**src/logic/csc_pkg.sv**
```systemverilog
// Constants shared by the clock source controller files.
// Assumes a single 250 MHz clock domain and a word-aligned register port.
package csc_pkg;
  localparam int CSC_ADDR_W = 8;
  localparam int CSC_DATA_W = 32;
  // Register byte offsets
  localparam logic [7:0] CSC_OFF_TASKS = 8'h00;
  localparam logic [7:0] CSC_OFF_EVENTS = 8'h04;
  localparam logic [7:0] CSC_OFF_LFSRC = 8'h08;
  localparam logic [7:0] CSC_OFF_LFSTAT = 8'h0C;
  localparam logic [7:0] CSC_OFF_HFSTAT = 8'h10;
  // Task bits in the task register
  localparam int CSC_TASK_HF_START = 0;
  localparam int CSC_TASK_HF_STOP = 1;
  localparam int CSC_TASK_LF_START = 2;
  localparam int CSC_TASK_LF_STOP = 3;
  // Event flag bits
  localparam int CSC_EVT_HF = 0;
  localparam int CSC_EVT_LF = 1;
  // Status bits
  localparam int CSC_LFSTAT_SRC = 0;
  localparam int CSC_LFSTAT_RUN = 1;
  localparam int CSC_HFSTAT_XO = 0;
  localparam int CSC_HFSTAT_ON = 1;
  localparam int CSC_HFSTAT_SAVE = 2;
  // Low-frequency source codes
  localparam logic CSC_LF_SRC_RC = 1'b0;
  localparam logic CSC_LF_SRC_XO = 1'b1;
  localparam logic CSC_LFSRC_RESET = CSC_LF_SRC_RC;
  // Divider: 64 source ticks per 1 MHz pulse
  localparam int CSC_DIV_W = 6;
  localparam logic [CSC_DIV_W-1:0] CSC_MASK_32M = 6'h01;
  localparam logic [CSC_DIV_W-1:0] CSC_MASK_16M = 6'h03;
  localparam logic [CSC_DIV_W-1:0] CSC_MASK_1M = 6'h3F;
  localparam logic [CSC_DATA_W-1:0] CSC_ZERO = 32'h0000_0000;
  typedef enum logic [1:0] {
    CSC_HF_OFF = 2'b00,
    CSC_HF_INT = 2'b01,
    CSC_HF_XO = 2'b10
  } csc_hf_state_t;
  typedef enum logic {
    CSC_LFM_FOLLOW = 1'b0,
    CSC_LFM_PARK = 1'b1
  } csc_lfm_state_t;
endpackage

```
**src/logic/csc_clock_divider.sv**
```systemverilog
// Divides the selected 64 MHz source ticks into gated clock enables.
// Assumes source ticks are one-cycle pulses synchronous to clock.
`timescale 1ns/1ps
module csc_clock_divider import csc_pkg::*; #(
  parameter int CNT_W = CSC_DIV_W
) (
  input wire logic clock,
  input wire logic rst_n,
  input wire logic clock_en,
  input wire logic run,
  input wire logic tick,
  input wire logic cpu_req,
  input wire logic req_1m,
  input wire logic req_16m,
  input wire logic req_32m,
  output logic cpu_en,
  output logic en_1m,
  output logic en_16m,
  output logic en_32m
);
  logic [CNT_W-1:0] count;
  logic [CNT_W-1:0] next_count;
  logic next_cpu_en, next_en_1m, next_en_16m, next_en_32m;

  // Pulse when all masked counter bits are set
  function automatic logic hits(input logic [CNT_W-1:0] cnt, input logic [CNT_W-1:0] mask);
    hits = (cnt & mask) == mask;
  endfunction

  // Each output only pulses while its own consumer asks for it
  always_comb begin
    next_count = count;
    if (!run) begin
      next_count = '0;
    end else if (tick) begin
      next_count = count + 1'b1;
    end
    next_cpu_en = run & tick & cpu_req;
    next_en_32m = run & tick & req_32m & hits(count, CNT_W'(CSC_MASK_32M));
    next_en_16m = run & tick & req_16m & hits(count, CNT_W'(CSC_MASK_16M));
    next_en_1m = run & tick & req_1m & hits(count, CNT_W'(CSC_MASK_1M));
  end

  always_ff @(posedge clock or negedge rst_n) begin
    if (!rst_n) begin
      count <= '0;
      cpu_en <= 1'b0;
      en_1m <= 1'b0;
      en_16m <= 1'b0;
      en_32m <= 1'b0;
    end else if (clock_en) begin
      count <= next_count;
      cpu_en <= next_cpu_en;
      en_1m <= next_en_1m;
      en_16m <= next_en_16m;
      en_32m <= next_en_32m;
    end
  end
endmodule

```
**src/logic/csc_lf_mux.sv**
```systemverilog
// Glitch-free two-way mux for the low-frequency clock levels.
// Assumes both source levels are sampled synchronously to clock.
`timescale 1ns/1ps
module csc_lf_mux import csc_pkg::*; (
  input wire logic clock,
  input wire logic rst_n,
  input wire logic clock_en,
  input wire logic enable,
  input wire logic target_xo,
  input wire logic rc_level,
  input wire logic xo_level,
  output logic out_clock,
  output logic cur_xo,
  output logic parked
);
  csc_lfm_state_t state, next_state;
  logic next_out, next_cur;
  logic cur_level, new_level;
  logic new_high, next_new_high;

  assign cur_level = cur_xo ? xo_level : rc_level;
  assign new_level = target_xo ? xo_level : rc_level;
  assign parked = state == CSC_LFM_PARK;

  // Park low after old source falls, resume once the new source falls;
  // waiting for a fall, not a low level, keeps the low phase from shrinking
  // stretch, never glitch
  always_comb begin
    next_state = state;
    next_cur = cur_xo;
    next_out = enable & cur_level;
    next_new_high = 1'b0;
    unique case (state)
      CSC_LFM_FOLLOW: begin
        if (target_xo != cur_xo && !cur_level) begin
          next_state = CSC_LFM_PARK;
          next_out = 1'b0;
        end
      end
      CSC_LFM_PARK: begin
        next_out = 1'b0;
        next_new_high = new_high | new_level;
        if (new_high && !new_level) begin
          next_state = CSC_LFM_FOLLOW;
          next_cur = target_xo;
        end
      end
    endcase
  end

  always_ff @(posedge clock or negedge rst_n) begin
    if (!rst_n) begin
      state <= CSC_LFM_FOLLOW;
      cur_xo <= CSC_LFSRC_RESET;
      out_clock <= 1'b0;
      new_high <= 1'b0;
    end else if (clock_en) begin
      state <= next_state;
      new_high <= next_new_high;
      cur_xo <= next_cur;
      out_clock <= next_out;
    end
  end
endmodule

```
**src/logic/csc_top.sv**
```systemverilog
// Clock source controller: high- and low-frequency source control.
// Assumes oscillator ticks, levels and ready flags are synchronous.
// Summary of operation
// CPU 64 MHz and 1, 16, 32 MHz enables come from chosen source.
// Only requested clocks run; no request turns the internal source off.
// Each consumer's request gates its own clock automatically.
// Internal oscillator feeds requests while crystal is not started.
// Start task runs the crystal; stop task halts it.
// Started event when crystal runs and reports stable.
// System off holds the low-frequency side off.
// Software selects low-frequency source before the start task.
// Low-frequency source may change while the clock runs.
// Old source drives the clock until the new one is ready.
// Switching never glitches; one pulse may stretch.
// Running watchdog starts the RC source without a task.
// Low-frequency started event once selected source runs.
// First crystal selection keeps RC clock until crystal is stable.
// Stop task drops only the global request; others keep it.
// Software stops only after status reports running.
// Source select resets to the RC oscillator.
// Modem use requires software to select the crystal source.
// Tasks are one-cycle writes; events are sticky until cleared.
// Start beats stop arriving in the same cycle.
`timescale 1ns/1ps
module csc_top import csc_pkg::*; (
  input wire logic clock,
  input wire logic resetn,
  input wire logic clock_en,
  input wire logic [CSC_ADDR_W-1:0] reg_addr,
  input wire logic [CSC_DATA_W-1:0] reg_wdata,
  input wire logic reg_write,
  input wire logic reg_read,
  output logic [CSC_DATA_W-1:0] reg_rdata,
  input wire logic cpu_clock_req,
  input wire logic periph_1m_req,
  input wire logic periph_16m_req,
  input wire logic periph_32m_req,
  input wire logic hf_internal_osc_tick,
  input wire logic hf_crystal_osc_tick,
  input wire logic hf_crystal_osc_stable,
  output logic hf_internal_osc_enable,
  output logic hf_crystal_osc_enable,
  output logic hf_power_save,
  output logic high_freq_clock_en,
  output logic periph_clock_1m_en,
  output logic periph_clock_16m_en,
  output logic periph_clock_32m_en,
  input wire logic lf_rc_osc_level,
  input wire logic lf_rc_osc_ready,
  input wire logic lf_crystal_osc_level,
  input wire logic lf_crystal_osc_ready,
  output logic lf_rc_osc_enable,
  output logic lf_crystal_osc_enable,
  output logic low_freq_clock,
  input wire logic watchdog_running,
  input wire logic modem_lf_req,
  input wire logic system_off
);
  logic rst_meta, rst_n;
  logic wr_tasks, wr_events, wr_lfsrc;
  logic hf_start_task, hf_stop_task, lf_start_task, lf_stop_task;
  logic hf_any_req, hf_xo_ok, hf_tick, hf_run;
  csc_hf_state_t hf_state, next_hf_state;
  logic xo_on, next_xo_on, hf_xo_seen, next_hf_xo_seen;
  logic lf_global_req, next_lf_global_req;
  logic lf_source_select, next_lf_source_select;
  logic lf_want_xo, next_lf_want_xo;
  logic lf_need, lf_eff_xo, lf_target_xo, lf_cur_xo, lf_parked, lf_ok;
  logic lf_run, next_lf_run;
  logic hf_started_event, next_hf_started_event;
  logic lf_started_event, next_lf_started_event;
  logic [CSC_DATA_W-1:0] next_rdata;

  // Reset released through two flops; the first is read only by the second
  always_ff @(posedge clock or negedge resetn) begin
    if (!resetn) begin
      rst_meta <= 1'b0;
      rst_n <= 1'b0;
    end else begin
      rst_meta <= 1'b1;
      rst_n <= rst_meta;
    end
  end

  // Register port decode
  // one-cycle task strobes
  assign wr_tasks = reg_write && reg_addr == CSC_OFF_TASKS;
  assign wr_events = reg_write && reg_addr == CSC_OFF_EVENTS;
  assign wr_lfsrc = reg_write && reg_addr == CSC_OFF_LFSRC;
  assign hf_start_task = wr_tasks & reg_wdata[CSC_TASK_HF_START];
  assign hf_stop_task = wr_tasks & reg_wdata[CSC_TASK_HF_STOP];
  assign lf_start_task = wr_tasks & reg_wdata[CSC_TASK_LF_START];
  assign lf_stop_task = wr_tasks & reg_wdata[CSC_TASK_LF_STOP];

  // High-frequency request summary
  // consumers request directly, no software
  assign hf_any_req = cpu_clock_req | periph_1m_req | periph_16m_req | periph_32m_req;
  assign hf_xo_ok = xo_on & hf_crystal_osc_stable;

  // High-frequency source selection
  always_comb begin
    // start wins over stop
    next_xo_on = xo_on;
    if (hf_start_task) begin
      next_xo_on = 1'b1;
    end else if (hf_stop_task) begin
      next_xo_on = 1'b0;
    end
    next_hf_xo_seen = hf_xo_ok;
    // internal until crystal stable, off with no request
    next_hf_state = hf_state;
    unique case (hf_state)
      CSC_HF_OFF, CSC_HF_INT, CSC_HF_XO: begin
        if (hf_xo_ok) begin
          next_hf_state = CSC_HF_XO;
        end else if (hf_any_req) begin
          next_hf_state = CSC_HF_INT;
        end else begin
          next_hf_state = CSC_HF_OFF;
        end
      end
      default: next_hf_state = CSC_HF_OFF;
    endcase
  end

  always_ff @(posedge clock or negedge rst_n) begin
    if (!rst_n) begin
      xo_on <= 1'b0;
      hf_xo_seen <= 1'b0;
      hf_state <= CSC_HF_OFF;
    end else if (clock_en) begin
      xo_on <= next_xo_on;
      hf_xo_seen <= next_hf_xo_seen;
      hf_state <= next_hf_state;
    end
  end

  // Internal enable follows the selected source; crystal enable follows the start and stop tasks
  assign hf_crystal_osc_enable = xo_on;
  assign hf_internal_osc_enable = hf_state == CSC_HF_INT;
  assign hf_power_save = hf_state == CSC_HF_OFF && !xo_on;

  // derived clocks from the selected source
  assign hf_tick = hf_state == CSC_HF_XO ? hf_crystal_osc_tick :
                   hf_state == CSC_HF_INT ? hf_internal_osc_tick : 1'b0;
  assign hf_run = hf_any_req && hf_state != CSC_HF_OFF;

  csc_clock_divider u_divider (
    .clock(clock),
    .rst_n(rst_n),
    .clock_en(clock_en),
    .run(hf_run),
    .tick(hf_tick),
    .cpu_req(cpu_clock_req),
    .req_1m(periph_1m_req),
    .req_16m(periph_16m_req),
    .req_32m(periph_32m_req),
    .cpu_en(high_freq_clock_en),
    .en_1m(periph_clock_1m_en),
    .en_16m(periph_clock_16m_en),
    .en_32m(periph_clock_32m_en)
  );

  // Low-frequency demand; software's choice only counts under its request
  // any requester keeps it, system off forces off
  assign lf_need = (lf_global_req | watchdog_running | modem_lf_req) & ~system_off;
  assign lf_eff_xo = lf_global_req & lf_want_xo;

  // switch only once the new source is ready
  assign lf_target_xo = (lf_eff_xo & lf_crystal_osc_ready) ? CSC_LF_SRC_XO :
                        (!lf_eff_xo & lf_rc_osc_ready) ? CSC_LF_SRC_RC : lf_cur_xo;
  // RC stays on while it still drives the output
  assign lf_rc_osc_enable = lf_need & (~lf_eff_xo | ~lf_cur_xo);
  assign lf_crystal_osc_enable = lf_need & (lf_eff_xo | lf_cur_xo);
  assign lf_ok = lf_need && !lf_parked && lf_cur_xo == lf_eff_xo &&
                 (lf_cur_xo ? lf_crystal_osc_ready : lf_rc_osc_ready);

  csc_lf_mux u_lf_mux (
    .clock(clock),
    .rst_n(rst_n),
    .clock_en(clock_en),
    .enable(lf_need),
    .target_xo(lf_target_xo),
    .rc_level(lf_rc_osc_level),
    .xo_level(lf_crystal_osc_level),
    .out_clock(low_freq_clock),
    .cur_xo(lf_cur_xo),
    .parked(lf_parked)
  );

  // Low-frequency control state
  always_comb begin
    // stop drops the global request only
    next_lf_global_req = lf_global_req;
    if (lf_start_task) begin
      next_lf_global_req = 1'b1;
    end else if (lf_stop_task) begin
      next_lf_global_req = 1'b0;
    end
    // software select, taken at start
    next_lf_source_select = wr_lfsrc ? reg_wdata[0] : lf_source_select;
    next_lf_want_xo = lf_start_task ? lf_source_select : lf_want_xo;
    next_lf_run = lf_ok;
  end

  always_ff @(posedge clock or negedge rst_n) begin
    if (!rst_n) begin
      lf_global_req <= 1'b0;
      lf_source_select <= CSC_LFSRC_RESET;
      lf_want_xo <= CSC_LFSRC_RESET;
      lf_run <= 1'b0;
    end else if (clock_en) begin
      lf_global_req <= next_lf_global_req;
      lf_source_select <= next_lf_source_select;
      lf_want_xo <= next_lf_want_xo;
      lf_run <= next_lf_run;
    end
  end

  // Sticky events; a set in the clearing cycle is kept
  always_comb begin
    // set beats write-one-to-clear
    next_hf_started_event = hf_started_event;
    next_lf_started_event = lf_started_event;
    if (wr_events && reg_wdata[CSC_EVT_HF]) begin
      next_hf_started_event = 1'b0;
    end
    if (wr_events && reg_wdata[CSC_EVT_LF]) begin
      next_lf_started_event = 1'b0;
    end
    if (hf_xo_ok && !hf_xo_seen) begin
      next_hf_started_event = 1'b1;
    end
    if (lf_ok && !lf_run) begin
      next_lf_started_event = 1'b1;
    end
  end

  // Read data only in the cycle after the read strobe
  always_comb begin
    next_rdata = CSC_ZERO;
    if (reg_read) begin
      unique case (reg_addr)
        CSC_OFF_EVENTS: begin
          next_rdata[CSC_EVT_HF] = hf_started_event;
          next_rdata[CSC_EVT_LF] = lf_started_event;
        end
        CSC_OFF_LFSRC: next_rdata[0] = lf_source_select;
        CSC_OFF_LFSTAT: begin
          next_rdata[CSC_LFSTAT_SRC] = lf_cur_xo;
          next_rdata[CSC_LFSTAT_RUN] = lf_run;
        end
        CSC_OFF_HFSTAT: begin
          next_rdata[CSC_HFSTAT_XO] = hf_state == CSC_HF_XO;
          next_rdata[CSC_HFSTAT_ON] = hf_state != CSC_HF_OFF;
          next_rdata[CSC_HFSTAT_SAVE] = hf_power_save;
        end
        default: next_rdata = CSC_ZERO;
      endcase
    end
  end

  always_ff @(posedge clock or negedge rst_n) begin
    if (!rst_n) begin
      hf_started_event <= 1'b0;
      lf_started_event <= 1'b0;
      reg_rdata <= CSC_ZERO;
    end else if (clock_en) begin
      hf_started_event <= next_hf_started_event;
      lf_started_event <= next_lf_started_event;
      reg_rdata <= next_rdata;
    end
  end
endmodule

```
**config.mk**
```make
export PLATFORM = sky130hd
export DESIGN_NAME = csc_top
export DESIGN_NICKNAME = d
export VERILOG_FILES = /design/src/logic/csc_pkg.sv /design/src/logic/csc_clock_divider.sv /design/src/logic/csc_lf_mux.sv /design/src/logic/csc_top.sv
export SDC_FILE = /design/constraint.sdc
export NUM_CORES = 1
export LEC_CHECK = 0
export BUFFER_PORTS_ARGS = -buffer_cell sky130_fd_sc_hd__buf_4
export CORE_MARGIN = 10
export CORE_UTILIZATION = 40
export DETAILED_ROUTE_END_ITERATION = 10
export PLACE_DENSITY = 0.81
export SLEW_MARGIN = 20
export SYNTH_ARGS = -nofsm -noshare
export SYNTH_HDL_FRONTEND = slang
export SYNTH_SLANG_ARGS = --single-unit
```
**constraint.sdc**
```tcl
create_clock -name clock -period 0.95 [get_ports clock]
set_input_delay 0.19 -clock clock [delete_from_list [all_inputs] [get_ports clock]]
set_output_delay 0.19 -clock clock [all_outputs]
set_load 0.01 [all_outputs]
```
==> impl_metrics.env <==
export IMPL_skew_ns=0.00733
export IMPL_syn_instance_count=184
export IMPL_power_leakage_nw=1.45
export IMPL_async_flop_share=1.00
export IMPL_syn_area_um2=1800
export IMPL_drt_vias_per_instance=5.17
export IMPL_violations="setup timing"
export IMPL_final_min_clock_period_ns=1.53
export IMPL_hold_ws_ns=0.152
export IMPL_cts_made_buffers=5
export IMPL_regMostFlops="u_divider.count"
export IMPL_antenna_found_initial=0
export IMPL_pre_cts_slack_ns=-0.836
export IMPL_initialDrtViolationCount=136
export IMPL_rows=24
export IMPL_cts_tree="done"
export IMPL_ant_nets=0
export IMPL_fin_nets=349
export IMPL_postPlaceCellArea_um2=2530
export IMPL_io_buffers=43
export IMPL_initial_utilization=0.413
export IMPL_finalMaxSlewViolations=0
export IMPL_yosysUniqueCellTypes=47
export IMPL_worstPathArrival_ns=1.34
export IMPL_yosys_most_used_dff="dfrtp_1"
export IMPL_drive_above_1_share=0.580
export IMPL_dpl_hpwl_mm=4.05
export IMPL_htreeDepth=2
export IMPL_worstSetupPathType="reg -> out"
export IMPL_overflow=0
export IMPL_first_global_vias=1849
export IMPL_cts_sinks=29
export IMPL_clock_fmax_mhz=654
export IMPL_status="complete, but fails checks"
export IMPL_drc=0
export IMPL_cp_end_kind="output pin"
export IMPL_worstPathMaxFanout=3
export IMPL_clock_latency_ns=0.29
export IMPL_max_cap_violations=0
export IMPL_yosysWarnings=0
export IMPL_fp_dieH_um=87.0
export IMPL_cts_root_buf="clkbuf_8"
export IMPL_largestRegisters="u_divider.count: 6 flops, reg_rdata: 3 flops, hf_state: 2 flops"
export IMPL_io_pins=101
export IMPL_yosysSeqAreaShare=0.404
export IMPL_area_delta_synth_final_pct=69.4
export IMPL_ir_drop_uv=1050
export IMPL_crit_required_ns=0.76
export IMPL_synth_edf_count=0
export IMPL_synth_area_per_cell_um2=9.76
export IMPL_track_usage=0.150
export IMPL_antennaDiodeCount=0
export IMPL_dp_cells=314
export IMPL_start_kind="flop"
export IMPL_wl_per_cell_um=17.7
export IMPL_rsz0062_at_grt="yes"
export IMPL_finalCritPeriodShare=1.61
export IMPL_gp_congestion=0.876
export IMPL_wl_mm=6.01
export IMPL_startpoint="lf_global_req"
export IMPL_ys_seq_elements=29
export IMPL_hold_start="cpu_clock_req"
export IMPL_finalHoldViolations=0
export IMPL_grt_start_max_net_pins=28
export IMPL_r2r_start="hf_state[0]"
export IMPL_cts_clk_slew_worst_paths_ns=0.06
export IMPL_largest_register_ffs=6
export IMPL_grt_first_pass_wirelength_mm=9.00
export IMPL_fin_area_um2=3040
export IMPL_hold_class="in -> reg"
export IMPL_setup_viol_count_final=40
export IMPL_die_area_um2=7570
export IMPL_drt_first_pass_iters=4
export IMPL_fin_tns_setup_ns=-13.43
export IMPL_layout_setup_ws_ns=-0.578
export IMPL_die_x_um=87.0
export IMPL_vias=1758
export IMPL_stdcell_count=340
export IMPL_core_um2=4350
export IMPL_power_density_nw_per_um2=1270
export IMPL_clockBufferDepth=2
==> repair_timing <==
item,in CTS,in global routing
gates resized for setup,48,20
buffers inserted,12,6
endpoints found under the hold margin,2,0
endpoints found under the setup margin,39,40
hold buffers,1,0
pin swaps,27,21
==> metrics by stage <==
step                       util  total power, mW
after global routing      0.699             4.03
final                     0.699             3.87
after floorplan               -             1.95
after detailed placement  0.581             2.35
after global placement    0.581             2.32
after CTS                 0.672             3.76
==> path summary, 6_finish.rpt <==
check                              endpoint  slack (ns)  cells past startpoint
max                        lf_rc_osc_enable       -0.58                      5
min                        u_divider.cpu_en        0.15                      2
max reg2reg                u_divider.en_16m       -0.52                      4
min reg2reg                u_divider.en_16m        0.21                      1
max in group asynchronous   u_lf_mux.cur_xo        0.56                      1
min in group asynchronous          rst_meta        0.21                      2
==> logic make-up (layout without fill, tap and decap cells) <==
| family | count (synthesis) | after routing | synth area share |
|---|---|---|---|
| other cells | 2 | 30 | 0.00418 |
| buf+inv | 45 | 121 | 0.155 |
| fa+ha+maj | 3 | 3 | 0.0209 |
| flops | 29 | 29 | 0.404 |
| xor+xnor | 1 | 1 | 0.00488 |
| mux | 10 | 10 | 0.0613 |
| compound gates | 39 | 39 | 0.170 |
| simple gates | 55 | 55 | 0.180 |
==> routing by layer <==
| metal | wire, um | global-route usage | vias up | part of all wire |
|---|---|---|---|---|
| li1 | - | - | 817 | - |
| met1 | 2390 | 0.168 | 851 | 0.40 |
| met2 | 3040 | 0.245 | 76 | 0.51 |
| met3 | 420 | 0.0562 | 14 | 0.070 |
| met4 | 151 | 0.0692 | 0 | 0.025 |
| met5 | 0 | 0 | - | 0 |
==> cells in the mapped netlist (all sizes together), types with 2 or more instances <==
master / number / area, um^2
o32ai: 3 / 26.3
a22o: 4 / 35.0
nand3b: 2 / 15.0
nand3: 10 / 55.1
a32o: 7 / 70.1
buf: 31 / 226
a2111oi: 2 / 23.8
inv: 11 / 41.3
and3: 4 / 26.3
nor4: 2 / 33.8
nand2: 10 / 37.5
clkbuf: 3 / 11.3
o211ai: 2 / 15.0
mux2: 5 / 60.1
or2: 3 / 18.8
a21oi: 5 / 25.0
o21ai: 7 / 35.0
mux2i: 5 / 50.1
nand2b: 3 / 18.8
ha: 3 / 37.5
nor2: 7 / 26.3
nor3: 6 / 30.0
dfrtp: 29 / 726
conb: 2 / 7.51
nor2b: 3 / 18.8
==> layout by cell type, fill, tap and decap left out, types with 2 or more instances in the layout <==
cell type	instances
a21oi_1	3
a22o_1	4
a32o_1	7
and3_1	3
buf_4	71
buf_6	29
clkbuf_8	6
conb_1	30
dfrtp_1	27
dfrtp_2	2
ha_4	2
inv_1	9
mux2_4	5
mux2i_1	4
nand2_1	6
nand2_2	3
nand2b_1	2
nand3_1	4
nand3_2	5
nand3b_1	2
nor2_1	4
nor2_2	2
nor2b_1	2
nor3_4	5
nor4_4	2
o211ai_1	2
o21ai_1	4
o21ai_2	3
o32ai_2	3
or2_4	2
==> critical path, stage by stage (launching register included) <==
cell and delay (ns):
dfrtp_2 0.44, nand2_4 0.10, inv_2 0.05, ha_4 0.16, nor3_4 0.18, buf_6 0.13
==> area by class of cell <==
type	instances	area (um^2)
timing repair buffer	102	890
clock inverter	1	30.0
fill	280	1310
tap	52	65.1
sequential	29	728
multi-input combinational	138	1200
inverter	11	43.8
clock buffer	7	86.3
==> where the power goes <==
| group | switching (mW) | internal [mW] | leakage (nW) | total (mW) |
|---|---|---|---|---|
| Clock | 0.488 | 0.854 | 0.0585 | 1.34 |
| Combinational | 0.493 | 0.565 | 1.02 | 1.06 |
| Sequential | 0.111 | 1.36 | 0.373 | 1.47 |
| Total | 1.09 | 2.77 | 1.45 | 3.87 |
Note: power is estimated with default switching activity, not from simulation.
